===== config.mk =====
export PLATFORM = sky130hd
export DESIGN_NAME = rxsd_regs
export DESIGN_NICKNAME = d
export VERILOG_FILES = /design/src/core/rxsd_pkg.sv /design/src/core/rxsd_pin_sync.sv /design/src/core/rxsd_spi_slave.sv /design/src/core/rxsd_regs.sv
export VERILOG_INCLUDE_DIRS = /design/src /design/src/core
export SDC_FILE = /design/constraint.sdc
export NUM_CORES = 1
export LEC_CHECK = 0
export BUFFER_PORTS_ARGS = -buffer_cell sky130_fd_sc_hd__buf_2
export CAP_MARGIN = 30
export CELL_PAD_IN_SITES_DETAIL_PLACEMENT = 1
export CELL_PAD_IN_SITES_GLOBAL_PLACEMENT = 2
export CORE_UTILIZATION = 25
export CTS_CLUSTER_DIAMETER = 40
export CTS_CLUSTER_SIZE = 24
export DETAILED_ROUTE_END_ITERATION = 12
export PLACE_DENSITY = 0.54
export SETUP_SLACK_MARGIN = 0.4
export SLEW_MARGIN = 20
export SYNTH_ARGS = -nofsm -noshare
export SYNTH_HDL_FRONTEND = slang
export SYNTH_SLANG_ARGS = --single-unit

===== constraint.sdc =====
create_clock -name ref_clk -period 2.19 [get_ports ref_clk]
set_input_delay 0.219 -clock ref_clk [delete_from_list [all_inputs] [get_ports ref_clk]]
set_output_delay 0.219 -clock ref_clk [all_outputs]
set_load 0.05 [all_outputs]

===== src/core/rxsd_defines.svh =====
// Offsets, field positions, reset values and limits of the delay register bank
`ifndef RXSD_DEFINES_SVH
`define RXSD_DEFINES_SVH

// ****************************************************
// Register offsets
// ****************************************************
`define RXSD_OFS_CONTROLLER_CONFIG 5'h10
`define RXSD_OFS_SAMPLE_DELAY_LOW 5'h11
`define RXSD_OFS_SAMPLE_DELAY_HIGH 5'h12
`define RXSD_OFS_STROBE_LOW_WINDOW 5'h13
`define RXSD_OFS_PHASE_STROBE_HIGH 5'h14
`define RXSD_OFS_SYNC_GAIN_PHASE_THR 5'h15
`define RXSD_OFS_SYNC_OUTPUT_DELAY 5'h16
`define RXSD_OFS_SYNC_SH_DELAY_LOW 5'h17
`define RXSD_OFS_SYNC_SH_DELAY_HIGH 5'h18
`define RXSD_OFS_FIRST 5'h10
`define RXSD_OFS_LAST 5'h18
`define RXSD_NUM_REGS 9

// ****************************************************
// Reset values
// ****************************************************
`define RXSD_RST_CONTROLLER_CONFIG 8'h42
`define RXSD_RST_SAMPLE_DELAY_LOW 8'hdd
`define RXSD_RST_SAMPLE_DELAY_HIGH 8'h29
`define RXSD_RST_STROBE_LOW_WINDOW 8'h71
`define RXSD_RST_PHASE_STROBE_HIGH 8'h0a
`define RXSD_RST_SYNC_GAIN_PHASE_THR 8'h00
`define RXSD_RST_SYNC_OUTPUT_DELAY 8'h00
`define RXSD_RST_SYNC_SH_DELAY_LOW 8'h00
`define RXSD_RST_SYNC_SH_DELAY_HIGH 8'h00

// ****************************************************
// Field positions
// ****************************************************
`define RXSD_BIT_RECEIVER_ENABLE 0
`define RXSD_BIT_SYNC_ENABLE 4
`define RXSD_BIT_SPI_READ 7
`define RXSD_DELAY_MAX 10'h14c
`define RXSD_SPI_BITS 4'h7

`endif


===== src/core/rxsd_pkg.sv =====
// Types shared by the delay register bank and its serial port
package rxsd_pkg;

    typedef logic [7:0] rxsd_byte_t;
    typedef logic [4:0] rxsd_addr_t;
    typedef logic [9:0] rxsd_delay_t;

    typedef enum logic [2:0] {
        SPI_IDLE,
        SPI_INSTR,
        SPI_WDATA,
        SPI_RLOAD,
        SPI_RDATA,
        SPI_DONE
    } rxsd_spi_state_t;

endpackage : rxsd_pkg


===== src/core/rxsd_pin_sync.sv =====
// Three-stage pin synchroniser with agreement filter
module rxsd_pin_sync #(
    parameter int W = 3,
    parameter logic [W-1:0] INIT = '0
) (
    input wire logic ref_clk,
    input wire logic arst_n,
    input wire logic [W-1:0] pin_in,
    output logic [W-1:0] pin_q
);
    logic [W-1:0] s1;
    logic [W-1:0] s2;
    logic [W-1:0] s3;
    logic [W-1:0] next_q;

    // A bit only changes once stages two and three agree
    always_comb begin
        for (int i = 0; i < W; i++) begin
            next_q[i] = (s2[i] == s3[i]) ? s3[i] : pin_q[i];
        end
    end

    // Stage one is read by stage two only
    always_ff @(posedge ref_clk or negedge arst_n) begin
        if (!arst_n) begin
            s1 <= INIT;
            s2 <= INIT;
            s3 <= INIT;
            pin_q <= INIT;
        end else begin
            s1 <= pin_in;
            s2 <= s1;
            s3 <= s2;
            pin_q <= next_q;
        end
    end

endmodule : rxsd_pin_sync


===== src/core/rxsd_spi_slave.sv =====
// Serial configuration port: 8-bit instruction then 8-bit data, mode 0
`include "rxsd_defines.svh"

module rxsd_spi_slave (
    input wire logic ref_clk,
    input wire logic arst_n,
    input wire logic sclk,
    input wire logic cs_n,
    input wire logic sdi,
    input wire rxsd_pkg::rxsd_byte_t rdata,
    output rxsd_pkg::rxsd_addr_t addr,
    output logic wr_en,
    output rxsd_pkg::rxsd_byte_t wdata,
    output logic sdo,
    output logic sdo_oe
);
    import rxsd_pkg::*;

    rxsd_spi_state_t st;
    rxsd_spi_state_t next_st;
    logic [3:0] cnt;
    logic [3:0] next_cnt;
    rxsd_byte_t shin;
    rxsd_byte_t next_shin;
    rxsd_byte_t shout;
    rxsd_byte_t next_shout;
    rxsd_addr_t next_addr;
    rxsd_byte_t next_wdata;
    logic next_wr_en;
    logic next_sdo;
    logic next_sdo_oe;
    logic sclk_d;
    logic rise;
    logic fall;

    assign rise = sclk & ~sclk_d;
    assign fall = ~sclk & sclk_d;

    // Frame sequencer; chip select high aborts any frame at once
    always_comb begin
        next_st = st;
        next_cnt = cnt;
        next_shin = shin;
        next_shout = shout;
        next_addr = addr;
        next_wdata = wdata;
        next_wr_en = 1'b0;
        next_sdo = sdo;
        next_sdo_oe = sdo_oe;
        if (cs_n) begin
            next_st = SPI_IDLE;
            next_cnt = 4'h0;
            next_sdo_oe = 1'b0;
        end else begin
            case (st)
                SPI_IDLE: begin
                    next_st = SPI_INSTR;
                    next_cnt = 4'h0;
                end
                SPI_INSTR: begin
                    if (rise) begin
                        next_shin = {shin[6:0], sdi};
                        next_cnt = cnt + 4'h1;
                        if (cnt == `RXSD_SPI_BITS) begin
                            next_cnt = 4'h0;
                            next_addr = {shin[3:0], sdi};
                            next_st = shin[`RXSD_BIT_SPI_READ - 1] ?
                                      SPI_RLOAD : SPI_WDATA;
                        end
                    end
                end
                SPI_WDATA: begin
                    if (rise) begin
                        next_shin = {shin[6:0], sdi};
                        next_cnt = cnt + 4'h1;
                        if (cnt == `RXSD_SPI_BITS) begin
                            next_wdata = {shin[6:0], sdi};
                            next_wr_en = 1'b1;
                            next_st = SPI_DONE;
                        end
                    end
                end
                SPI_RLOAD: begin
                    // Address is registered, so read data is valid now
                    next_shout = rdata;
                    next_st = SPI_RDATA;
                end
                SPI_RDATA: begin
                    if (fall) begin
                        next_sdo = shout[7];
                        next_sdo_oe = 1'b1;
                        next_shout = {shout[6:0], 1'b0};
                        next_cnt = cnt + 4'h1;
                        if (cnt == `RXSD_SPI_BITS) begin
                            next_st = SPI_DONE;
                        end
                    end
                end
                SPI_DONE: begin
                    next_st = SPI_DONE;
                end
                default: begin
                    next_st = SPI_IDLE;
                end
            endcase
        end
    end

    // State registers
    always_ff @(posedge ref_clk or negedge arst_n) begin
        if (!arst_n) begin
            st <= SPI_IDLE;
            cnt <= 4'h0;
            shin <= 8'h00;
            shout <= 8'h00;
            addr <= 5'h00;
            wdata <= 8'h00;
            wr_en <= 1'b0;
            sdo <= 1'b0;
            sdo_oe <= 1'b0;
            sclk_d <= 1'b0;
        end else begin
            st <= next_st;
            cnt <= next_cnt;
            shin <= next_shin;
            shout <= next_shout;
            addr <= next_addr;
            wdata <= next_wdata;
            wr_en <= next_wr_en;
            sdo <= next_sdo;
            sdo_oe <= next_sdo_oe;
            sclk_d <= sclk;
        end
    end

endmodule : rxsd_spi_slave


===== src/core/rxsd_regs.sv =====
// Receiver and sync controller delay configuration register bank
//
// How it works
// - Enabled: sample delay is search start, max 332
// - Disabled: sample delay drives delay line directly
// - Enabled: strobe delay is search start, max 332
// - Disabled: strobe delay drives delay line directly
// - Window field sets early/late strobe separation
// - Phase field rotates divider, sync disabled only
// - Two-bit field sets sync tracking gain
// - Field reads back current sync output phase
// - Threshold sets allowed sample/strobe delay difference
// - Sync output delay: setting, or status when enabled
// - Setup/hold delay: setting, or status when enabled
// - Config bit 0 enables receiver controller
// - Config bit 4 enables sync controller
`include "rxsd_defines.svh"

module rxsd_regs (
    input wire logic ref_clk,
    input wire logic arst_n,
    input wire logic spi_sclk,
    input wire logic spi_cs_n,
    input wire logic spi_sdi,
    output logic spi_sdo,
    output logic spi_sdo_oe,
    input wire rxsd_pkg::rxsd_delay_t ctrl_sample_delay,
    input wire rxsd_pkg::rxsd_delay_t ctrl_strobe_delay,
    input wire logic [1:0] sync_output_phase_sel,
    input wire logic [6:0] ctrl_sync_output_delay,
    input wire logic [8:0] ctrl_sync_setup_hold_delay,
    output logic receiver_ctrl_enable,
    output logic sync_ctrl_enable,
    output rxsd_pkg::rxsd_delay_t sample_delay_start,
    output rxsd_pkg::rxsd_delay_t sample_delay_line,
    output rxsd_pkg::rxsd_delay_t strobe_delay_start,
    output rxsd_pkg::rxsd_delay_t strobe_delay_line,
    output logic [3:0] pre_post_window_width,
    output logic [1:0] divider_phase_rotation,
    output logic [1:0] sync_tracking_gain,
    output logic [3:0] lock_delta_threshold,
    output logic [6:0] sync_output_delay_line,
    output logic [8:0] sync_setup_hold_delay_line
);
    import rxsd_pkg::*;

    // ****************************************************
    // Helper functions
    // ****************************************************

    // True for an offset inside the bank
    function automatic logic reg_hit(input rxsd_addr_t a);
        reg_hit = (a >= `RXSD_OFS_FIRST) && (a <= `RXSD_OFS_LAST);
    endfunction : reg_hit

    // Bank slot of an offset
    function automatic logic [3:0] reg_slot(input rxsd_addr_t a);
        rxsd_addr_t d;
        d = a - `RXSD_OFS_FIRST;
        reg_slot = d[3:0];
    endfunction : reg_slot

    // Delay lines stop at 332; larger codes saturate there
    function automatic rxsd_delay_t clamp_delay(input rxsd_delay_t v);
        clamp_delay = (v > `RXSD_DELAY_MAX) ? `RXSD_DELAY_MAX : v;
    endfunction : clamp_delay

    // Reset value of each slot
    function automatic rxsd_byte_t reset_value(input int i);
        case (i)
            0: reset_value = `RXSD_RST_CONTROLLER_CONFIG;
            1: reset_value = `RXSD_RST_SAMPLE_DELAY_LOW;
            2: reset_value = `RXSD_RST_SAMPLE_DELAY_HIGH;
            3: reset_value = `RXSD_RST_STROBE_LOW_WINDOW;
            4: reset_value = `RXSD_RST_PHASE_STROBE_HIGH;
            5: reset_value = `RXSD_RST_SYNC_GAIN_PHASE_THR;
            6: reset_value = `RXSD_RST_SYNC_OUTPUT_DELAY;
            7: reset_value = `RXSD_RST_SYNC_SH_DELAY_LOW;
            8: reset_value = `RXSD_RST_SYNC_SH_DELAY_HIGH;
            default: reset_value = 8'h00;
        endcase
    endfunction : reset_value

    // ****************************************************
    // Serial port
    // ****************************************************

    logic [2:0] pins_q;
    rxsd_addr_t bus_addr;
    logic bus_wr;
    rxsd_byte_t bus_wdata;
    rxsd_byte_t bus_rdata;
    logic next_sdo;
    logic next_sdo_oe;

    // Idle levels: clock low, select high, data low
    rxsd_pin_sync #(
        .W(3),
        .INIT(3'h2)
    ) u_sync (
        .ref_clk(ref_clk),
        .arst_n(arst_n),
        .pin_in({spi_sclk, spi_cs_n, spi_sdi}),
        .pin_q(pins_q)
    );

    rxsd_spi_slave u_spi (
        .ref_clk(ref_clk),
        .arst_n(arst_n),
        .sclk(pins_q[2]),
        .cs_n(pins_q[1]),
        .sdi(pins_q[0]),
        .rdata(bus_rdata),
        .addr(bus_addr),
        .wr_en(bus_wr),
        .wdata(bus_wdata),
        .sdo(next_sdo),
        .sdo_oe(next_sdo_oe)
    );

    // ****************************************************
    // Register storage
    // ****************************************************

    rxsd_byte_t bank [`RXSD_NUM_REGS];
    rxsd_byte_t next_bank [`RXSD_NUM_REGS];

    // Writes to offsets outside the bank are dropped
    always_comb begin
        for (int i = 0; i < `RXSD_NUM_REGS; i++) begin
            next_bank[i] = bank[i];
        end
        if (bus_wr && reg_hit(bus_addr)) begin
            next_bank[reg_slot(bus_addr)] = bus_wdata;
        end
    end

    // Bank registers
    always_ff @(posedge ref_clk or negedge arst_n) begin
        if (!arst_n) begin
            for (int i = 0; i < `RXSD_NUM_REGS; i++) begin
                bank[i] <= reset_value(i);
            end
        end else begin
            for (int i = 0; i < `RXSD_NUM_REGS; i++) begin
                bank[i] <= next_bank[i];
            end
        end
    end

    // ****************************************************
    // Field extraction
    // ****************************************************

    logic rcv_en;
    logic syn_en;
    rxsd_delay_t smp_field;
    rxsd_delay_t stb_field;
    logic [8:0] sh_field;

    assign rcv_en = bank[0][`RXSD_BIT_RECEIVER_ENABLE];
    assign syn_en = bank[0][`RXSD_BIT_SYNC_ENABLE];
    assign smp_field = {bank[2], bank[1][7:6]};
    assign stb_field = {bank[4][5:0], bank[3][7:4]};
    assign sh_field = {bank[8], bank[7][7]};

    // ****************************************************
    // Read path
    // ****************************************************

    // Sync delay status overlays replace settings while the sync loop runs; the phase field is overlaid always
    always_comb begin
        bus_rdata = 8'h00;
        if (reg_hit(bus_addr)) begin
            bus_rdata = bank[reg_slot(bus_addr)];
        end
        case (bus_addr)
            `RXSD_OFS_SYNC_GAIN_PHASE_THR: begin
                bus_rdata[5:4] = sync_output_phase_sel;
            end
            `RXSD_OFS_SYNC_OUTPUT_DELAY: begin
                bus_rdata = syn_en ? {1'b0, ctrl_sync_output_delay}
                                   : {1'b0, bank[6][6:0]};
            end
            `RXSD_OFS_SYNC_SH_DELAY_LOW: begin
                if (syn_en) begin
                    bus_rdata[7] = ctrl_sync_setup_hold_delay[0];
                end
            end
            `RXSD_OFS_SYNC_SH_DELAY_HIGH: begin
                if (syn_en) begin
                    bus_rdata = ctrl_sync_setup_hold_delay[8:1];
                end
            end
            default: begin
                bus_rdata = bus_rdata;
            end
        endcase
    end

    // ****************************************************
    // Outputs to the controllers and delay lines
    // ****************************************************

    rxsd_delay_t next_smp_start;
    rxsd_delay_t next_smp_line;
    rxsd_delay_t next_stb_start;
    rxsd_delay_t next_stb_line;
    logic [1:0] next_phase;
    logic [6:0] next_so_line;
    logic [8:0] next_sh_line;

    // Enabled: field seeds the search and the controller owns the line.
    // Disabled: field goes straight to the line, no search.
    always_comb begin
        next_smp_start = clamp_delay(smp_field);
        next_stb_start = clamp_delay(stb_field);
        next_smp_line = rcv_en ? clamp_delay(ctrl_sample_delay)
                               : clamp_delay(smp_field);
        next_stb_line = rcv_en ? clamp_delay(ctrl_strobe_delay)
                               : clamp_delay(stb_field);
        // Rotation is meaningless once the sync loop picks phase
        next_phase = syn_en ? 2'h0 : bank[4][7:6];
        next_so_line = syn_en ? ctrl_sync_output_delay
                              : bank[6][6:0];
        next_sh_line = syn_en ? ctrl_sync_setup_hold_delay
                              : sh_field;
    end

    // Every top output is a flop; values follow the bank one cycle late
    always_ff @(posedge ref_clk or negedge arst_n) begin
        if (!arst_n) begin
            spi_sdo <= 1'b0;
            spi_sdo_oe <= 1'b0;
            receiver_ctrl_enable <= 1'b0;
            sync_ctrl_enable <= 1'b0;
            sample_delay_start <= 10'h000;
            sample_delay_line <= 10'h000;
            strobe_delay_start <= 10'h000;
            strobe_delay_line <= 10'h000;
            pre_post_window_width <= 4'h0;
            divider_phase_rotation <= 2'h0;
            sync_tracking_gain <= 2'b00;
            lock_delta_threshold <= 4'h0;
            sync_output_delay_line <= 7'h00;
            sync_setup_hold_delay_line <= 9'h000;
        end else begin
            spi_sdo <= next_sdo;
            spi_sdo_oe <= next_sdo_oe;
            receiver_ctrl_enable <= rcv_en;
            sync_ctrl_enable <= syn_en;
            sample_delay_start <= next_smp_start;
            sample_delay_line <= next_smp_line;
            strobe_delay_start <= next_stb_start;
            strobe_delay_line <= next_stb_line;
            pre_post_window_width <= bank[3][3:0];
            divider_phase_rotation <= next_phase;
            sync_tracking_gain <= bank[5][7:6];
            lock_delta_threshold <= bank[5][3:0];
            sync_output_delay_line <= next_so_line;
            sync_setup_hold_delay_line <= next_sh_line;
        end
    end

endmodule : rxsd_regs


# [Word level (Yosys, flattened, before mapping)]
# Index checks and enable logic that the tools add are counted.
[word_totals] reg_bits=195 word_cells=136
[classes] add_sub_neg=2 magnitude_cmp=8 n_eq_ne=18 n_mux=46 bitwise=6 n_reduce_logical=17
[op_table] operator="$bwmux W72" n=1
[op_table] operator="$mux W10" n=6
[op_table] operator="$mux W8" n=6
[op_table] operator="$gt A10 B9 Y1 const B" n=4
[op_table] operator="$bmux W8 S4" n=1
[op_table] operator="$demux W8 S4" n=1
[op_table] operator="$eq A5 B5 Y1 const B" n=4
[op_table] operator="$mux W4" n=5
[op_table] operator="$mux W3" n=6
[op_table] operator="$pmux W3 S6" n=1
[op_table] operator="$pmux W4 S4" n=1
[op_table] operator="$pmux W8 S2" n=1
[op_table] operator="$reduce_and A4 Y1" n=4
[op_table] operator="$mux W7" n=2
[op_table] operator="$ne A3 B2 Y1 const B" n=4
[op_table] operator="$ge A5 B5 Y1 const B" n=2
[op_table] operator="$mux W1" n=9
[op_table] operator="$mux W9" n=1
[op_table] operator="$reduce_and A3 Y1" n=3
[op_table] operator="$pmux W4 S2" n=1
[op_table] operator="$eq A3 B2 Y1 const B" n=2
[op_table] operator="$eq A3 B3 Y1 const B" n=2
[op_table] operator="$pmux W2 S3" n=1
[op_table] operator="$reduce_bool A2 Y1" n=3
[op_table] operator="other kinds (19)" n=26

# [Logic depth before layout (Yosys ltp)]
[logic_depth] depth_word=9 mapped_depth=8

# [Cells and area by module]
# From an unflattened synthesis, not the netlist that was laid out.
[hier_totals] hier_cells=584 hier_area_um2=8384.3
[modules_own_cells] module="rxsd_regs" instances=1 cells_each=424 area_each_um2=6167.2 seq_area_each_um2=3624.7
[modules_own_cells] module="rxsd_spi_slave" instances=1 cells_each=145 area_each_um2=1878.1 seq_area_each_um2=975.9
[modules_own_cells] module="rxsd_pin_sync" instances=1 cells_each=15 area_each_um2=339.1 seq_area_each_um2=305.3

# [Least setup slack after synthesis]
# OpenSTA, ideal clock, no wires.
[synth_timing] path_kind="register -> register" start="reg u_spi.st[1]" end="reg u_spi.addr[0]" setup_ns=0.125 t_arrival_ns=1.633 setup_slack_ns=0.433 path_stages_with_launch=6 path_buffers=1 path_cell_list="dfrtp_1 buf_6 xnor2_2 o32ai_2 a2111oi_4 mux2_2"
[synth_via] elab_chain_cells=2
[synth_lines] item="start, declared" line="rxsd_spi_slave.sv:19" rtl="rxsd_spi_state_t st;"
[synth_lines] item="start signal, assigned" line="rxsd_spi_slave.sv:123" rtl="st <= next_st;"
[synth_lines] item="$eq A3 B1 Y1" line="rxsd_spi_slave.sv:55" rtl="case (st)"
[synth_lines] item="$reduce_and A4 Y1 (no source line)"
[synth_lines] item="end signal, assigned" line="rxsd_spi_slave.sv:127" rtl="addr <= next_addr;"
[synth_lines] item="end, declared" line="rxsd_spi_slave.sv:11" rtl="output rxsd_pkg::rxsd_addr_t addr,"
# No other way between the ends.
# A chain may end at the register's enable or synchronous reset.

# [Worst setup path in the final report]
[layout_timing] start="reg u_spi.st[1]" end="reg u_spi.cnt[3]"
[layout_via] elab_chain_cells=3 elab_cells_between_ends=11 classes_between="6 x eq/ne; 2 x mux; 3 x reduce/logical"
[layout_lines] item="$eq A3 B3 Y1 (tied with other cells)" line="rxsd_spi_slave.sv:55"
[layout_lines] item="$ne A3 B2 Y1 (no source line) (tied with other cells)"
[layout_lines] item="$reduce_and A4 Y1 (no source line) / $mux W4 (equally long branches)"
[layout_lines] item="end signal, assigned" line="rxsd_spi_slave.sv:124" rtl="cnt <= next_cnt;"
[layout_lines] item="end, declared" line="rxsd_spi_slave.sv:21" rtl="logic [3:0] cnt;"
# Parallel ways exist; a longest one is shown, timed or not.

==> impl_table.tex <==
\begin{tabular}{lr}
\hline
Metric & Value \\
\hline
\multicolumn{2}{l}{\textbf{Outcome}} \\
Run status & finished, final reports clean \\
\multicolumn{2}{l}{\textbf{Placement}} \\
Half-perimeter wire length of the detailed placement result & 17.4 mm \\
Inst Count DP & 1188 \\
Worst slack after detailed placement & 0.142 ns \\
Last weighted congestion value of the routability-driven placer & 0.836 \\
Cell area after placement & 9550 um\^{}2 \\
Number of port buffers & 114 \\
\multicolumn{2}{l}{\textbf{CTS}} \\
Number of H-tree levels & 4 \\
Reg clk slew, reported paths & 0.07 ns \\
Buffer type at the clock tree root & clkbuf\_16 \\
Number of CTS-inserted buffers & 17 \\
CTS Sinks & 194 \\
TritonCTS clock tree & done \\
Bufs on Longest Clock Path & 2 \\
Clock latency on the worst-skew pair & 0.44 ns \\
\multicolumn{2}{l}{\textbf{Worst hold path}} \\
Hold Path Sink & sample\_delay\_line[5] \\
Hold wc startpoint & ctrl\_sample\_delay[5] \\
Type of the tightest min-delay check & input port to register \\
Hold path depth & 2 \\
\multicolumn{2}{l}{\textbf{STA}} \\
Count of pins over their slew limit & 0 \\
Highest clock frequency the design can meet & 0.538 GHz \\
Final setup TNS & 0 ns \\
Worst slack on hold paths & 0.0272 ns \\
Worst-case setup margin in the final layout & 0.332 ns \\
Transition at the pin with the smallest max-transition slack & 0.679 ns \\
Remaining max-slew budget at the tightest pin & 0.548 \\
Setup repair after global routing missed its margin & yes \\
Time the worst path needs with I/O delays and setup & 1.86 ns \\
Share of the clock period used by the worst path & 0.848 \\
Number of setup violations in the final report & 0 \\
Setup clock skew after layout & 0.0122 ns \\
Number of hold violations in the final report & 0 \\
\multicolumn{2}{l}{\textbf{Detailed routing}} \\
Total iterations of the first detailed-routing run & 4 \\
DR vias/cell & 4.57 \\
Vias & 5820 \\
Remaining number of nets flagged by the antenna check after routing & 0 \\
Routed WL per cell & 19.5 um \\
DRC violations left & 0 \\
DRT iter0 DRCs & 235 \\
Final routed wirelength across all metal layers & 24.9 mm \\
\multicolumn{2}{l}{\textbf{Pwr}} \\
Sw Ratio & 0.239 \\
Sequential cell fraction of total power & 0.494 \\
Part of the total power dissipated in the clock network & 0.429 \\
Gate power share & 0.077 \\
Total leakage power & 5.23 nW \\
Design internal power & 5.78 mW \\
IR Drop Worst-Case VDD & 0.486 mV \\
Total power after layout & 7.60 mW \\
P per Cell Area & 694 nW/um\^{}2 \\
Net switching power & 1.82 mW \\
\multicolumn{2}{l}{\textbf{Cells and area}} \\
Layout overhead on the synthesized area & 32.0\% \\
Finished Cell Area & 10900 um\^{}2 \\
Layout cells sized above 1 & 0.501 \\
Non-Filler Instances & 1273 \\
Fin nets & 861 \\
Utilization after layout & 0.336 \\
\multicolumn{2}{l}{\textbf{Worst setup path}} \\
Startpoint of the worst register-to-register path & u\_spi.st[1] \\
Largest incremental delay on the critical path & 0.46 ns \\
Cell with the largest stage delay on the worst path & dfrtp\_2 \\
CP bufs+invs & 1 \\
CP required & 2.54 ns \\
CP Class & register to register \\
Worst setup EP type & register \\
Arrival time of the worst setup path & 2.21 ns \\
Worst R2R End & u\_spi.cnt[3] \\
Family with the most delay on the worst path & compound AO/OA/AOI/OAI gates \\
Series of cell instances along the critical path & buf\_6, or3b\_4, and2\_4, a211oi\_4, a21boi\_0, o21ai\_0 \\
Maximum fanout encountered on the critical timing path & 6 \\
R2R Setup Slk & 0.33 ns \\
Worst Reg-to-Reg Cells & 6 \\
Element type at the critical path start & register \\
\multicolumn{2}{l}{\textbf{Yosys}} \\
Synth Cell Area & 8290 um\^{}2 \\
Biggest area consumer among synthesized cells & dfrtp\_1 \\
Most frequent cell after synthesis & dfrtp\_1 \\
Number of distinct library cells after synthesis & 70 \\
Async set-reset flop share out of synthesis & 1.00 \\
Number of enable flip-flop cells after synthesis & 0 \\
Cell types with the largest area share after synthesis & dfrtp\_1 (52\%), mux2\_2 (13\%), dfstp\_2 (6.7\%), mux4\_2 (2.4\%), o21ai\_0 (1.7\%) \\
Fraction of post-synthesis cell area in the top cell type by area & 0.522 \\
Post-synthesis sequential area ratio & 0.589 \\
Synthesis-stage register bit count & 194 \\
Total number of yosys warnings & 0 \\
Most instantiated flip-flop cell in the synthesis netlist & dfrtp\_1 \\
Mean instance size in the synthesized netlist & 13.1 um\^{}2 \\
Synth Instances & 634 \\
Top cells by count, synth & dfrtp\_1 (173), mux2\_2 (99), nand2\_1 (28), o21ai\_0 (28), inv\_1 (24) \\
\multicolumn{2}{l}{\textbf{Global routing}} \\
Total routing resource utilization after global routing & 0.153 \\
Global-route wire length before repair & 38.1 mm \\
Overflow left after global routing & 0 \\
Antenna violations before repair & 1 \\
Pin count of the biggest net entering global routing & 72 \\
Via count of the first global-routing pass & 6276 \\
\multicolumn{2}{l}{\textbf{Floorplanning}} \\
Area of the core & 32600 um\^{}2 \\
Number of primary I/O pins & 115 \\
Initial cell density of the core & 0.254 \\
Area of the die & 33900 um\^{}2 \\
Number of standard-cell rows in the floorplan & 66 \\
Die span in y & 184 um \\
Die width & 184 um \\
\multicolumn{2}{l}{\textbf{Job}} \\
Total of max-cap violations & 0 \\
\hline
\end{tabular}
## kinds of logic (layout without fill, tap and decap cells)
family / Yosys count / count (layout) / synth area share
other cells: 1 / 5 / 0.000452
flops: 194 / 194 / 0.589
compound gates: 110 / 110 / 0.0952
xor+xnor: 3 / 3 / 0.00408
mux: 121 / 121 / 0.175
simple gates: 137 / 137 / 0.0936
buf+inv: 63 / 256 / 0.0370
fa+ha+maj: 5 / 5 / 0.00634
## worst max-delay path by stage
stage	start	end	slack (ns)	depth (start not counted)
global route	u_spi.st[1]	u_spi.cnt[3]	0.29	6
CTS	u_spi.st[1]	u_spi.cnt[3]	0.35	6
global placement	u_spi.addr[0]	bank[20]	0.10	4
finish	u_spi.st[1]	u_spi.cnt[3]	0.33	6
floorplan	u_spi.st[1]	u_spi.addr[0]	0.43	5
detailed placement	u_spi.st[1]	u_spi.cnt[3]	0.14	6
## sequential cells by signal (all words and copies together), names as in the netlist, 2 cells and up
register / count
strobe_delay_line: 10
sync_tracking_gain: 2
u_sync.pin_q: 3
divider_phase_rotation: 2
u_spi.cnt: 4
u_spi.shout: 8
lock_delta_threshold: 4
sample_delay_line: 10
u_spi.shin: 7
sync_setup_hold_delay_line: 9
u_sync.s3: 3
sample_delay_start: 10
sync_output_delay_line: 7
u_sync.s1: 3
u_spi.wdata: 8
bank: 71
strobe_delay_start: 10
u_sync.s2: 3
u_spi.st: 3
pre_post_window_width: 4
u_spi.addr: 5
## layout make-up
cell class | count | area, um^2
Antenna cell | 1 | 2.50
Clock buffer | 20 | 447
Clock inverter | 12 | 155
Fill cell | 3506 | 21700
Inverter | 26 | 98.8
Multi-Input combinational cell | 380 | 3400
Sequential cell | 194 | 4890
Tap cell | 442 | 553
Timing Repair Buffer | 198 | 1400
## power groups by stage
stage	clock network (mW)	logic (mW)	registers, mW
CTS	3.39	0.523	3.75
floorplan	0	0.241	3.79
global placement	0	0.393	3.83
finish	3.26	0.584	3.75
global route	3.51	0.648	3.77
detailed placement	0	0.410	3.84
## repair_timing
action	in CTS	in global routing
hold buffers	7	0
endpoints found under the setup margin	120	47
gates cloned	0	1
pin swaps	4	17
hold endpoints to repair	64	0
setup buffers	21	23
resized for setup	37	43
## layer usage
metal / vias to the layer above / wire [um] / part of all wire / track usage
met4: 0 / 481 / 0.019 / 0.0573
met3: 29 / 762 / 0.031 / 0.0277
met2: 92 / 12100 / 0.49 / 0.248
met1: 3068 / 11500 / 0.46 / 0.201
met5: - / 0 / 0 / 0
li1: 2631 / - / - / -
## cell usage in the layout, fill, tap and decap left out, types with 6 or more instances in the layout
cell type      instances
buf_4                 59
inv_1                 24
and2_1                 9
o21ai_1                8
buf_2                113
nand2b_1               6
dlygate4sd3_1          7
mux4_2                 9
dfrtp_1              166
nor3_1                 7
mux2_2                97
buf_12                11
nand2_1               24
a22o_1                 9
dfstp_2               21
a21oi_1               12
nor2_1                21
o21ai_0               24
or3_1                  6
clkbuf_16             18
o32a_1                 6
mux2i_1               13
nand3_1                9
dfrtp_2                7
No activity file was read; power rests on OpenSTA's default activity.
